**src/dmac_pkg.sv**
```systemverilog
// Constants shared by the debug memory-access command handler
package dmac_pkg;
   // ------------------------------------------------------------
   // Command codes
   // ------------------------------------------------------------
   localparam logic [7:0] CMD_WR_PROG = 8'h0A;
   localparam logic [7:0] CMD_RD_PROG = 8'h0B;
   localparam logic [7:0] CMD_WR_DATA = 8'h0C;
   // ------------------------------------------------------------
   // Data values and counts
   // ------------------------------------------------------------
   localparam logic [7:0]  BLOCKED_BYTE = 8'hFF;
   localparam logic [16:0] COUNT_ZERO_MEANS = 17'h10000;
   localparam logic [16:0] COUNT_ONE = 17'h00001;
   localparam logic [15:0] ADDR_STEP = 16'h0001;
   localparam logic [7:0]  BYTE_ZERO = 8'h00;
endpackage

```
**src/dmac_counter.sv**
```systemverilog
// Address and remaining-byte counter for one memory-access command
`timescale 1ns/1ps
`default_nettype none
module dmac_counter
(
   // Clock and reset
   input  wire logic        clk_in,
   input  wire logic        sys_rst_in,
   // Load and step controls
   input  wire logic        load_addr_hi_in,
   input  wire logic        load_addr_lo_in,
   input  wire logic        load_cnt_hi_in,
   input  wire logic        load_cnt_lo_in,
   input  wire logic        step_in,
   input  wire logic [7:0]  byte_in,
   // State
   output logic      [15:0] addr_out,
   output logic      [16:0] remain_out
);
   logic [15:0] addr_r;
   logic [15:0] addr_nxt;
   logic [16:0] remain_r;
   logic [16:0] remain_nxt;
   logic [7:0]  cnt_hi_r;
   logic [7:0]  cnt_hi_nxt;

   // Next values; a zero count becomes 65536 bytes
   always_comb
   begin
      addr_nxt   = addr_r;
      remain_nxt = remain_r;
      cnt_hi_nxt = cnt_hi_r;
      if (load_addr_hi_in)
         addr_nxt = {byte_in, addr_r[7:0]};
      if (load_addr_lo_in)
         addr_nxt = {addr_r[15:8], byte_in};
      if (load_cnt_hi_in)
         cnt_hi_nxt = byte_in;
      // zero count mapping
      // zero count mapping
      if (load_cnt_lo_in)
         remain_nxt = ({cnt_hi_r, byte_in} == 16'h0000) ?
                      dmac_pkg::COUNT_ZERO_MEANS :
                      {1'b0, cnt_hi_r, byte_in};
      // address increments
      // address increments
      if (step_in)
      begin
         addr_nxt   = addr_r + dmac_pkg::ADDR_STEP;
         remain_nxt = remain_r - dmac_pkg::COUNT_ONE;
      end
   end

   // Register stage
   always_ff @(posedge clk_in)
   begin
      if (sys_rst_in)
      begin
         addr_r   <= 16'h0000;
         remain_r <= 17'h00000;
         cnt_hi_r <= 8'h00;
      end
      else
      begin
         addr_r   <= addr_nxt;
         remain_r <= remain_nxt;
         cnt_hi_r <= cnt_hi_nxt;
      end
   end

   assign addr_out   = addr_r;
   assign remain_out = remain_r;
endmodule
`default_nettype wire

```
**src/dmac_top.sv**
```systemverilog
// Debug link memory-access command handler (program/data memory)
//
// Overview of operation
// Program write: code 0AH, address hi/lo, count hi/lo, then data.
// Program read: code 0BH, address and count, device returns bytes.
// Program read moves 1 to 65536 bytes; zero count means 65536.
// Read addresses start at given address and increment per byte.
// Outside debug mode or read-protected, reads return FFH.
// Data write: code 0CH then address high then low byte.
// Data write takes 1 to 65536 bytes; zero count means 65536.
// Data write addresses start at given address, increment per byte.
// Outside debug mode or read-protected, data write bytes are dropped.
// Program write needs unlocked flash, debug mode, no protection.
// Data write then sends count hi/lo and data bytes.
`timescale 1ns/1ps
`default_nettype none
module dmac_top
(
   // Clock and reset
   input  wire logic        clk_in,
   input  wire logic        sys_rst_in,
   // Byte stream from the debug link pin receiver
   input  wire logic        rx_valid_in,
   input  wire logic [7:0]  rx_byte_in,
   output logic             rx_ready_out,
   // Byte stream to the debug link pin transmitter
   output logic             tx_valid_out,
   output logic      [7:0]  tx_byte_out,
   input  wire logic        tx_ready_in,
   // Device status
   input  wire logic        debug_mode_in,
   input  wire logic        read_protect_in,
   input  wire logic        flash_unlocked_in,
   // Program memory port
   output logic             prog_rd_out,
   output logic             prog_wr_out,
   output logic      [15:0] prog_addr_out,
   output logic      [7:0]  prog_wdata_out,
   input  wire logic [7:0]  prog_rdata_in,
   input  wire logic        prog_rvalid_in,
   // Data memory port
   output logic             data_wr_out,
   output logic      [15:0] data_addr_out,
   output logic      [7:0]  data_wdata_out,
   // Command status
   output logic             busy_out
);
   // ------------------------------------------------------------
   // Command sequencer
   // ------------------------------------------------------------
   typedef enum logic [3:0] {
      ST_IDLE, ST_ADDR_HI, ST_ADDR_LO, ST_CNT_HI, ST_CNT_LO,
      ST_WDATA, ST_RFETCH, ST_RWAIT, ST_RSEND
   } dmac_state_e;

   dmac_state_e st_r;
   dmac_state_e st_nxt;
   logic [7:0]  cmd_r;
   logic [7:0]  cmd_nxt;
   logic [7:0]  tx_r;
   logic [7:0]  tx_nxt;
   logic        pwr_r;
   logic        pwr_nxt;
   logic        dwr_r;
   logic        dwr_nxt;
   logic        prd_r;
   logic        prd_nxt;
   logic [15:0] maddr_r;
   logic [15:0] maddr_nxt;
   logic [7:0]  wdat_r;
   logic [7:0]  wdat_nxt;
   logic        ld_ah;
   logic        ld_al;
   logic        ld_ch;
   logic        ld_cl;
   logic        step;
   logic        take;
   logic        allowed;
   logic [15:0] addr;
   logic [16:0] remain;

   // Byte accepted from the link this cycle
   assign take    = rx_valid_in && rx_ready_out;
   assign allowed = debug_mode_in && !read_protect_in;

   // Receive ready only while the sequencer expects a host byte
   assign rx_ready_out = (st_r == ST_IDLE) || (st_r == ST_ADDR_HI) ||
                         (st_r == ST_ADDR_LO) || (st_r == ST_CNT_HI) ||
                         (st_r == ST_CNT_LO) || (st_r == ST_WDATA);

   dmac_counter u_cnt
   (
      .clk_in          (clk_in),
      .sys_rst_in      (sys_rst_in),
      .load_addr_hi_in (ld_ah),
      .load_addr_lo_in (ld_al),
      .load_cnt_hi_in  (ld_ch),
      .load_cnt_lo_in  (ld_cl),
      .step_in         (step),
      .byte_in         (rx_byte_in),
      .addr_out        (addr),
      .remain_out      (remain)
   );

   // Next-state and strobe computation
   always_comb
   begin
      st_nxt    = st_r;
      cmd_nxt   = cmd_r;
      tx_nxt    = tx_r;
      pwr_nxt   = 1'b0;
      dwr_nxt   = 1'b0;
      prd_nxt   = 1'b0;
      maddr_nxt = maddr_r;
      wdat_nxt  = wdat_r;
      ld_ah     = 1'b0;
      ld_al     = 1'b0;
      ld_ch     = 1'b0;
      ld_cl     = 1'b0;
      step      = 1'b0;
      unique case (st_r)
         ST_IDLE:
            // command decode
            // command decode
            // command decode
            if (take && (rx_byte_in == dmac_pkg::CMD_WR_PROG ||
                         rx_byte_in == dmac_pkg::CMD_RD_PROG ||
                         rx_byte_in == dmac_pkg::CMD_WR_DATA))
            begin
               cmd_nxt = rx_byte_in;
               st_nxt  = ST_ADDR_HI;
            end
         ST_ADDR_HI:
            if (take)
            begin
               ld_ah  = 1'b1;
               st_nxt = ST_ADDR_LO;
            end
         ST_ADDR_LO:
            if (take)
            begin
               ld_al  = 1'b1;
               st_nxt = ST_CNT_HI;
            end
         // count follows address
         ST_CNT_HI:
            if (take)
            begin
               ld_ch  = 1'b1;
               st_nxt = ST_CNT_LO;
            end
         ST_CNT_LO:
            if (take)
            begin
               ld_cl  = 1'b1;
               st_nxt = (cmd_r == dmac_pkg::CMD_RD_PROG) ? ST_RFETCH
                                                          : ST_WDATA;
            end
         ST_WDATA:
            if (take)
            begin
               step      = 1'b1;
               maddr_nxt = addr;
               wdat_nxt  = rx_byte_in;
               // program write gating
               if (cmd_r == dmac_pkg::CMD_WR_PROG)
                  pwr_nxt = allowed && flash_unlocked_in;
               // data write gating
               else
                  dwr_nxt = allowed;
               if (remain == dmac_pkg::COUNT_ONE)
                  st_nxt = ST_IDLE;
            end
         ST_RFETCH:
         begin
            maddr_nxt = addr;
            // blocked read returns FFH
            if (allowed)
            begin
               prd_nxt = 1'b1;
               st_nxt  = ST_RWAIT;
            end
            else
            begin
               tx_nxt = dmac_pkg::BLOCKED_BYTE;
               st_nxt = ST_RSEND;
            end
         end
         ST_RWAIT:
            if (prog_rvalid_in)
            begin
               tx_nxt = prog_rdata_in;
               st_nxt = ST_RSEND;
            end
         ST_RSEND:
            // return data bytes
            if (tx_ready_in)
            begin
               step   = 1'b1;
               st_nxt = (remain == dmac_pkg::COUNT_ONE) ? ST_IDLE
                                                        : ST_RFETCH;
            end
         default:
            st_nxt = ST_IDLE;
      endcase
   end

   // Register stage
   always_ff @(posedge clk_in)
   begin
      if (sys_rst_in)
      begin
         st_r    <= ST_IDLE;
         cmd_r   <= dmac_pkg::BYTE_ZERO;
         tx_r    <= dmac_pkg::BYTE_ZERO;
         pwr_r   <= 1'b0;
         dwr_r   <= 1'b0;
         prd_r   <= 1'b0;
         maddr_r <= 16'h0000;
         wdat_r  <= dmac_pkg::BYTE_ZERO;
      end
      else
      begin
         st_r    <= st_nxt;
         cmd_r   <= cmd_nxt;
         tx_r    <= tx_nxt;
         pwr_r   <= pwr_nxt;
         dwr_r   <= dwr_nxt;
         prd_r   <= prd_nxt;
         maddr_r <= maddr_nxt;
         wdat_r  <= wdat_nxt;
      end
   end

   // Outputs; memory strobes are one-cycle registered pulses
   assign tx_valid_out   = (st_r == ST_RSEND);
   assign tx_byte_out    = tx_r;
   assign prog_rd_out    = prd_r;
   assign prog_wr_out    = pwr_r;
   assign prog_addr_out  = maddr_r;
   assign prog_wdata_out = wdat_r;
   assign data_wr_out    = dwr_r;
   assign data_addr_out  = maddr_r;
   assign data_wdata_out = wdat_r;
   assign busy_out       = (st_r != ST_IDLE);
endmodule
`default_nettype wire

```
**config.mk**
```make
export PLATFORM = sky130hd
export DESIGN_NAME = dmac_top
export DESIGN_NICKNAME = d
export VERILOG_FILES = /design/src/dmac_pkg.sv /design/src/dmac_counter.sv /design/src/dmac_top.sv
export SDC_FILE = /design/constraint.sdc
export NUM_CORES = 1
export LEC_CHECK = 0
export ABC_AREA = 1
export BUFFER_PORTS_ARGS = -buffer_cell sky130_fd_sc_hd__buf_2
export CORE_MARGIN = 1
export CORE_UTILIZATION = 45
export CTS_CLUSTER_SIZE = 40
export DETAILED_ROUTE_END_ITERATION = 12
export PLACE_DENSITY = 0.77
export SLEW_MARGIN = 10
export SYNTH_ARGS = -nofsm -noshare
export SYNTH_HDL_FRONTEND = slang
export SYNTH_SLANG_ARGS = --single-unit
```
**constraint.sdc**
```tcl
create_clock -name clk_in -period 2.75 [get_ports clk_in]
set_input_delay 0.825 -clock clk_in [delete_from_list [all_inputs] [get_ports clk_in]]
set_output_delay 0.825 -clock clk_in [all_outputs]
set_load 0.005 [all_outputs]
```
* Yosys cells after proc, flatten, opt, wreduce, memory -nomap -nowiden
Cells that the tools add are included.
** Operators by class
- Add/subtract/negate cells :: 2
- Equal/unequal tests :: 25
- Muxes and demuxes :: 32
- Bitwise operators :: 4
- Reduce and logical (&&, ||, !) cells :: 29
** Operator list (count)
- $mux W16 :: 4
- $mux W17 :: 3
- $eq A8 B4 Y1 const B :: 5
- $mux W4 :: 10
- $pmux W4 S9 :: 1
- $pmux W16 S2 :: 1
- $eq A17 B1 Y1 const B :: 1
- $sub A17 B1 Y17 const B :: 1
- $add A16 B1 Y16 const B :: 1
- $eq A4 B3 Y1 const B :: 4
- $logic_not A16 Y1 :: 1
- $mux W8 :: 2
- $pmux W8 S2 :: 1
- $ne A2 B2 Y1 const B :: 7
- $reduce_bool A2 Y1 :: 5
- $reduce_and A9 Y1 :: 1
- $eq A4 B2 Y1 const B :: 2
- $ne A2 B1 Y1 const B :: 4
- $reduce_and A2 Y1 :: 4
- $reduce_or A4 Y1 :: 2
- $logic_or A1 B1 Y1 :: 7
- $mux W1 :: 7
- $eq A4 B1 Y1 const B :: 1
- $eq A4 B4 Y1 const B :: 1
- 10 further kinds :: 16
** Word-level totals
- Register bits after elaboration :: 88
- Input bits :: 24
- Output and inout bits :: 62
- Word-level logic and storage cells :: 104

* Depth between registers and ports, before layout
Gate-level depths: netlist of run 1.
- Depth after elaboration :: 12
- Mapped depth :: 12
- Mapped depth without buffers :: 11

* Modules after synthesis
Synthesis of run 1 repeated with hierarchy kept, for this count alone.
** Unflattened totals
- Cells, all modules :: 757
- Area, all modules :: 4904.7 um^2
** Modules (own cells, without submodules)
- dmac_counter :: times used 1, cells an instance 429, area each 2647.5 um^2, seq. area each 820.8 um^2
- dmac_top :: times used 1, cells an instance 328, area each 2257.2 um^2, seq. area each 940.9 um^2

* Worst setup path before layout of run 1
Ideal clock, no wire load.
- Kind :: input to register
- From :: input port rx_valid_in
- To :: register st_r[0]
- Setup time :: 132 ps
- Data arrival time :: 1707 ps
- Required time :: 2618 ps
- Setup slack :: 911 ps
- Stages :: 6
- Path buffers :: 1
- Cell sequence :: clkbuf_1 > nand3_1 > o21ai_0 > nand2_1 > nand2_1 > a21oi_1
** On the way
- Cells in the longest elaborated chain, start to end :: 4
- Elaborated cells on any way between the ends :: 9
- Those cells by class :: 6 x eq/ne; 3 x reduce/logical
** RTL lines
- start, declared :: line dmac_top.sv:23 : input wire logic rx_valid_in,
- $logic_and A1 B1 Y1 (*) :: line dmac_top.sv:83 : assign take = rx_valid_in && rx_ready_out;
- $logic_and A1 B1 Y1 :: line dmac_top.sv:126 : if (take && (rx_byte_in == dmac_pkg::CMD_WR_PROG ||
- $ne A2 B1 Y1 (no source line)
- $reduce_and A9 Y1 (no source line) (*)
- end signal, assigned :: line dmac_top.sv:224 : st_r <= st_nxt;
- end, declared :: line dmac_top.sv:56 : dmac_state_e st_r;
Every way passes the cells marked *; elsewhere a longest branch is shown, timed or not.
A chain may end at the register's enable or synchronous reset.

* Worst setup path in the final report of run 1
- From :: register st_r[1]
- To :: output port busy_out
** On the way
- Cells in the longest elaborated chain, start to end :: 1
** RTL lines
- $reduce_bool A4 Y1 :: line dmac_top.sv:245 : assign busy_out = (st_r != ST_IDLE);
- end, declared :: line dmac_top.sv:46 : output logic busy_out
Every way passes these cells.

==> impl_metrics.env, run 1 <==
export IMPL_layout_common_cells="nand2_1 (122), nor2_1 (89), dfxtp_1 (88), buf_2 (85), o21ai_0 (78)"
export IMPL_cts_setup_buffers=0
export IMPL_power_density_nw_per_um2=511
export IMPL_path_max_fanout=9
export IMPL_start_util=0.472
export IMPL_fillers=986
export IMPL_fin_skew_ns=0.00660
export IMPL_die_h_um=104
export IMPL_synthSimpleGateAreaFrac=0.290
export IMPL_crit_top_cell="inv_1"
export IMPL_ir_drop_uv=335
export IMPL_root_buffer="clkbuf_8"
export IMPL_synth_top_cell_area_share=0.375
export IMPL_cts_buffer_depth=2
export IMPL_post_drt_wl_per_cell_um=14.0
export IMPL_finalMaxSlewViolations=0
export IMPL_yosys_warnings=0
export IMPL_slew_headroom=0.626
export IMPL_end_kind="output port"
export IMPL_synth_area_leaders="dfxtp_1 (37%), nand2_1 (9.7%), o21ai_0 (8.3%), nor2_1 (7.1%), a21oi_1 (6.3%)"
export IMPL_htree_levels=3
export IMPL_synth_area_mux_share=0
export IMPL_num_vias=4732
export IMPL_cp_data_arrival_time_ns=1.47
export IMPL_cts_resized=0
export IMPL_dpl_instance_area_um2=5000
export IMPL_clkTransAtPathRegs_ns=0.09
export IMPL_critPathMaxStageDelay_ns=0.59
export IMPL_synth_top_area_cell="dfxtp_1"
export IMPL_outcome="finished clean"
export IMPL_grt_pass1_vias=4430
export IMPL_synthToLayoutAreaGrowth_pct=11.0
export IMPL_synth_xor_area_share=0.0168
export IMPL_grtUsageTotal=0.231
export IMPL_fmax_mhz=436
export IMPL_firstDrtPassIters=5
export IMPL_syn_area_per_cell_um2=6.77
export IMPL_grt_remaining_overflow=0
export IMPL_num_nets_final=773
export IMPL_fin_util=0.524
export IMPL_cts_sinks=88
export IMPL_setup_tns_ns=0
export IMPL_vias_per_cell=5.35
export IMPL_whs_path_depth=2
export IMPL_top_layer="met4"
export IMPL_drt_first_iter_violations=326
export IMPL_syn_area_um2=4700
export IMPL_setup_viol=0
export IMPL_fin_crit_sh=0.835
export IMPL_grt_pass1_wl_um=20500
export IMPL_gp_congestion=0.922
export IMPL_synth_top_family_by_area="simple AND/OR/NAND/NOR gates"
export IMPL_antenna_found_initial=0
export IMPL_diodes=0
export IMPL_cp_cell_sequence="inv_1, nand2_1, nor2_1, inv_1, buf_2"
export IMPL_yosys_area_share_adder=0.00799
export IMPL_cp_required_ns=1.93
export IMPL_drv_cap=0
export IMPL_p_leak_nw=2.42
export IMPL_rsz0062_at_grt="no"
export IMPL_numPortBuffers=85
export IMPL_ys_types=34
export IMPL_postSynthCellCount=694
export IMPL_final_area_um2=5220
export IMPL_wl_met2_um=5780
export IMPL_hold_viol=0
export IMPL_clk_latency_ns=0.38
export IMPL_met1Wirelength_um=5350
export IMPL_grt_max_degree=44
export IMPL_critPathSlowestCell="dfxtp_1"
export IMPL_core_area_um2=9950
export IMPL_route_final_wire_length_um=12400
export IMPL_met3_length_um=862
export IMPL_remaining_drc_errors=0
export IMPL_crit_type="flop to output port"
export IMPL_final_antenna_net_count=0
export IMPL_post_dp_hpwl_um=9070
export IMPL_cts_buffers=9
export IMPL_worst_pin_slew_ns=0.560
export IMPL_row_count=36
export IMPL_synth_nets=721
export IMPL_cts_hold_buf=0
export IMPL_synth_compound_area_share=0.175
export IMPL_cts_tree="built"
export IMPL_layout_drive_gt1_share=0.176
export IMPL_cp_start_kind="flop"
export IMPL_layout_min_cycle_time_ns=2.30
export IMPL_die_w_um=104
export IMPL_ios=86
export IMPL_total_power_w=0.00266
export IMPL_hold_class="flop to flop"
export IMPL_ys_seq_area_frac=0.375
export IMPL_final_common_cell="nand2_1"
export IMPL_rr_worst_depth=9
export IMPL_dieArea_um2=10900
export IMPL_synth_seq_cells=88
-- synthesized netlist by cell type --
master / number
nand2_2: 4
nand4_1: 8
o21ai_2: 1
nor2_4: 2
nand2_1: 122
nor3_4: 1
buf_1: 1
nand2_4: 3
inv_1: 74
a31oi_1: 12
ha_1: 3
dfxtp_1: 88
nand3b_1: 4
inv_2: 6
xor2_1: 7
o21ai_1: 5
xnor2_1: 2
nand3_1: 42
nor2_8: 1
o211ai_1: 2
nand4_2: 1
a21boi_0: 1
buf_2: 2
nor3_1: 21
nor4b_1: 1
buf_6: 4
clkbuf_1: 12
o21bai_1: 1
nor2_1: 89
a21oi_1: 59
buf_4: 30
nor2_2: 6
clkbuf_2: 1
o21ai_0: 78
-- state kept, by name, summed over array words and instances (netlist names) --
signal	count
u_cnt.cnt_hi_r	8
prog_wr_out	1
cmd_r	8
u_cnt.addr_out	16
st_r	4
tx_byte_out	8
data_wdata_out	8
data_addr_out	16
data_wr_out	1
u_cnt.remain_out	17
prog_rd_out	1
-- layer usage --
layer / GRT usage / vias up
met4: 0.115 / 0
met1: 0.292 / 2146
li1: - / 2345
met3: 0.0420 / 37
met2: 0.379 / 204
met5: 0 / -
-- layout make-up --
class	count	area (µm²)	area share
clock inverters	6	75.1	0.0144
clock buffers	10	138	0.0264
inverters	80	300	0.0576
multi-input cells	476	2300	0.442
flip-flops and latches	88	1760	0.338
well taps	133	166	0.0319
repair buffers	91	470	0.0902
-- stage by stage --
step | std cells | hold slack (ns) | worst slack (ns)
floorplan | 694 | 0.432 | 0.911
global placement | 868 | 0.448 | 0.456
detailed placement | 868 | 0.466 | 0.387
CTS | 884 | 0.480 | 0.459
global route | 884 | 0.503 | 0.332
finish | 884 | 0.477 | 0.454
-- worst paths after layout --
path	from	slack (ns)	end
worst max-delay path	st_r[1]	0.45	busy_out
worst min-delay path	cmd_r[7]	0.48	cmd_r[7]
worst max register to register	st_r[2]	0.70	u_cnt.addr_out[9]
worst min register to register	cmd_r[7]	0.48	cmd_r[7]
-- power breakdown --
group / internal, W / switching (W) / total [W]
sequential: 0.00131 / 0.0000462 / 0.00136
combinational: 0.000100 / 0.000225 / 0.000326
clock: 0.000461 / 0.000521 / 0.000982
-- cells by family after synthesis --
group | count (synthesis)
xor+xnor | 9
compound gates | 159
buf+inv | 130
simple gates | 305
fa+ha+maj | 3
flops | 88
-- critical path, delay by kind of cell, from the launching register on --
kind | cells | cell delay, ns
and+or+nand+nor | 2 | 0.22
buffers and inverters | 3 | 0.29
DFF | 1 | 0.59
Note: power is estimated with default switching activity, not from simulation.
==> run 2: changes to the inputs <==
Settings changed: ABC_AREA 1 to 0.
Clock period 2.75 ns to 2.3 ns, I/O delays scaled along.
==> impl_metrics.env, run 2 <==
export IMPL_dpl_worst_slack_ns=-0.0995
export IMPL_diodes=0
export IMPL_synth_area_mux_share=0.0597
export IMPL_total_power_w=0.00277
export IMPL_crit_type="flop to output port"
export IMPL_rr_worst_depth=5
export IMPL_hold_start="cmd_r[4]"
export IMPL_synthTopCellsByCount="dfxtp_1 (88), nor2_1 (58), nand2_1 (55)"
export IMPL_dieArea_um2=10500
export IMPL_worst_pin_slew_ns=0.841
export IMPL_end_kind="output port"
export IMPL_syn_area_um2=4530
export IMPL_final_antenna_net_count=0
export IMPL_synthFlopType="dfxtp_1"
export IMPL_gp_congestion=0.920
export IMPL_r2r_start="st_r[2]"
export IMPL_cp_start_kind="flop"
export IMPL_yosys_warnings=0
export IMPL_cp_data_arrival_time_ns=1.52
export IMPL_synth_compound_area_share=0.206
export IMPL_fin_ws_ns=0.0914
export IMPL_worstHoldEndpoint="cmd_r[4]"
export IMPL_clk_latency_ns=0.36
export IMPL_cts_setup_buffers=0
export IMPL_grtUsageTotal=0.244
export IMPL_post_drt_wl_per_cell_um=16.3
export IMPL_core_area_um2=9770
export IMPL_drv_cap=0
export IMPL_cts_tree="built"
export IMPL_outcome="finished clean"
export IMPL_hold_viol=0
export IMPL_synthSimpleGateAreaFrac=0.250
export IMPL_post_dp_hpwl_um=9130
export IMPL_yosysMostFrequentCell="dfxtp_1"
export IMPL_drt_first_iter_violations=379
export IMPL_hold_ws_ns=0.475
export IMPL_root_buffer="clkbuf_8"
export IMPL_grt_pass1_wl_um=19800
export IMPL_slew_headroom=0.435
export IMPL_die_w_um=102
export IMPL_dp_cells=738
export IMPL_remaining_drc_errors=0
export IMPL_power_density_nw_per_um2=515
export IMPL_row_count=36
export IMPL_swShare=0.238
export IMPL_cts_sinks=88
export IMPL_synth_top_cell_area_share=0.389
export IMPL_cp_required_ns=1.61
export IMPL_grt_max_degree=31
export IMPL_path_max_fanout=12
export IMPL_netSwitchingPower_w=0.000659
export IMPL_p_clk_frac=0.403
export IMPL_ys_types=70
export IMPL_die_h_um=102
export IMPL_numPortBuffers=85
export IMPL_cts_hold_buf=0
export IMPL_setup_viol=0
export IMPL_largest_reg_flops=17
export IMPL_fin_crit_sh=0.960
export IMPL_stdcell_count=754
export IMPL_yosys_area_share_adder=0.00829
export IMPL_layout_min_cycle_time_ns=2.21
export IMPL_fin_skew_ns=0.00831
export IMPL_synth_xor_area_share=0.00194
export IMPL_syn_area_per_cell_um2=8.59
export IMPL_num_vias=4378
export IMPL_postSynthCellCount=527
export IMPL_reg2reg_slack_ns=0.18
export IMPL_synth_nets=554
export IMPL_layout_common_cells="dfxtp_1 (88), buf_2 (85), nor2_1 (56), nand2_1 (55), buf_4 (50)"
export IMPL_synthToLayoutAreaGrowth_pct=18.8
export IMPL_combPwrFrac=0.047
export IMPL_cts_buffer_depth=2
export IMPL_synth_async_reset_ratio=0
export IMPL_vias_per_cell=5.81
export IMPL_final_common_cell="dfxtp_1"
export IMPL_route_final_wire_length_um=12300
export IMPL_cts_buffers=9
export IMPL_ir_drop_uv=275
export IMPL_synth_top_area_cell="dfxtp_1"
export IMPL_htree_levels=3
export IMPL_fmax_mhz=453
export IMPL_antenna_found_initial=0
export IMPL_ios=86
export IMPL_hold_class="flop to flop"
export IMPL_firstDrtPassIters=4
export IMPL_whs_path_depth=1
export IMPL_synth_edff_count=0
export IMPL_p_seq_frac=0.550
export IMPL_finalMaxSlewViolations=0
export IMPL_grt_pass1_vias=3957
export IMPL_synth_top_family_by_area="simple AND/OR/NAND/NOR gates"
export IMPL_fin_util=0.550
export IMPL_start_util=0.463
export IMPL_synth_seq_cells=88
export IMPL_rsz0062_at_grt="no"
export IMPL_r2r_end="tx_byte_out[4]"
export IMPL_synth_area_leaders="dfxtp_1 (39%), mux2i_1 (5.3%), buf_4 (5.0%), nor2_1 (4.8%), nand2_1 (4.6%)"
export IMPL_num_nets_final=643
export IMPL_grt_remaining_overflow=0
export IMPL_ys_seq_area_frac=0.389
export IMPL_clkTransAtPathRegs_ns=0.09
export IMPL_p_int_w=0.00211
export IMPL_p_leak_nw=2.21
export IMPL_layout_drive_gt1_share=0.287
-- run 2: changes by cell type in the layout (fill, tap and decap cells not counted), sizes merged, moves of 13 or more --
cell,change
nand3,-25
inv,-72
nand2,-72
mux2i,+24
buf,+45
a21oi,-23
and3,+13
nor3,-16
nor2,-37
o21ai,-71
-- run 2: repair_timing --
| item | CTS | global route |
|---|---|---|
| endpoints found under the hold margin | 0 | 0 |
| endpoints found under the setup margin | 0 | 2 |
| gates resized for setup | 0 | 2 |
-- run 2: metrics by stage --
stage	setup TNS, ns	cell area [µm²]
global route	0	5380
floorplan	0	4530
finish	0	5380
CTS	0	5370
global placement	-0.335	5170
detailed placement	-0.711	5170
-- run 2: how the worst max path moves through the flow --
| stage | start | endpoint | depth (start not counted) | slack [ns] |
|---|---|---|---|---|
| detailed placement | rx_byte_in[5] | tx_byte_out[4] | 6 | -0.1 |
| floorplan | rx_byte_in[0] | st_r[0] | 6 | 0.11 |
| CTS | st_r[1] | tx_valid_out | 3 | 0.01 |
| global placement | rx_byte_in[5] | tx_byte_out[2] | 6 | -0.03 |
| global route | st_r[1] | tx_valid_out | 3 | 0.03 |
| finish | st_r[1] | tx_valid_out | 3 | 0.09 |
-- run 2: cells by family after synthesis --
family                     Yosys count
and+or+nand+nor                    215
AOI/OAI and AO/OA                  126
DFF                                 88
buffers and inverters               68
muxes                               26
adders and majority gates            3
xor gates and xnor gates             1
-- run 2: cell type report --
| class | instances | area (µm²) |
|---|---|---|
| fill | 906 | 4400 |
| multi-input combinational | 371 | 2390 |
| sequential | 88 | 1760 |
| timing repair buffer | 136 | 821 |
| tap | 133 | 166 |
| clock buffer | 11 | 141 |
| clock inverter | 5 | 63.8 |
| inverter | 10 | 37.5 |
-- run 2: power groups by stage --
stage	clock network, W	registers [W]	logic (W)
2_1_floorplan	0	0.00156	0.0000559
3_3_place_gp	0	0.00156	0.000126
3_5_place_dp	0	0.00156	0.000127
4_1_cts	0.00114	0.00152	0.000128
5_1_grt	0.00120	0.00153	0.000138
6_report	0.00112	0.00152	0.000130
-- run 2: worst max-delay path, cell delays in order, from the launching register on --
cell,delay [ns]
dfxtp_1,0.61
nor2_2,0.13
and3_1,0.27
buf_2,0.15
-- run 2: routing by layer --
layer | part of all wire | GRT usage | vias to the layer above
met2 | 0.48 | 0.395 | 186
met4 | 0.029 | 0.114 | 0
li1 | - | - | 2080
met1 | 0.43 | 0.317 | 2084
met5 | 0 | 0 | -
met3 | 0.058 | 0.0431 | 28
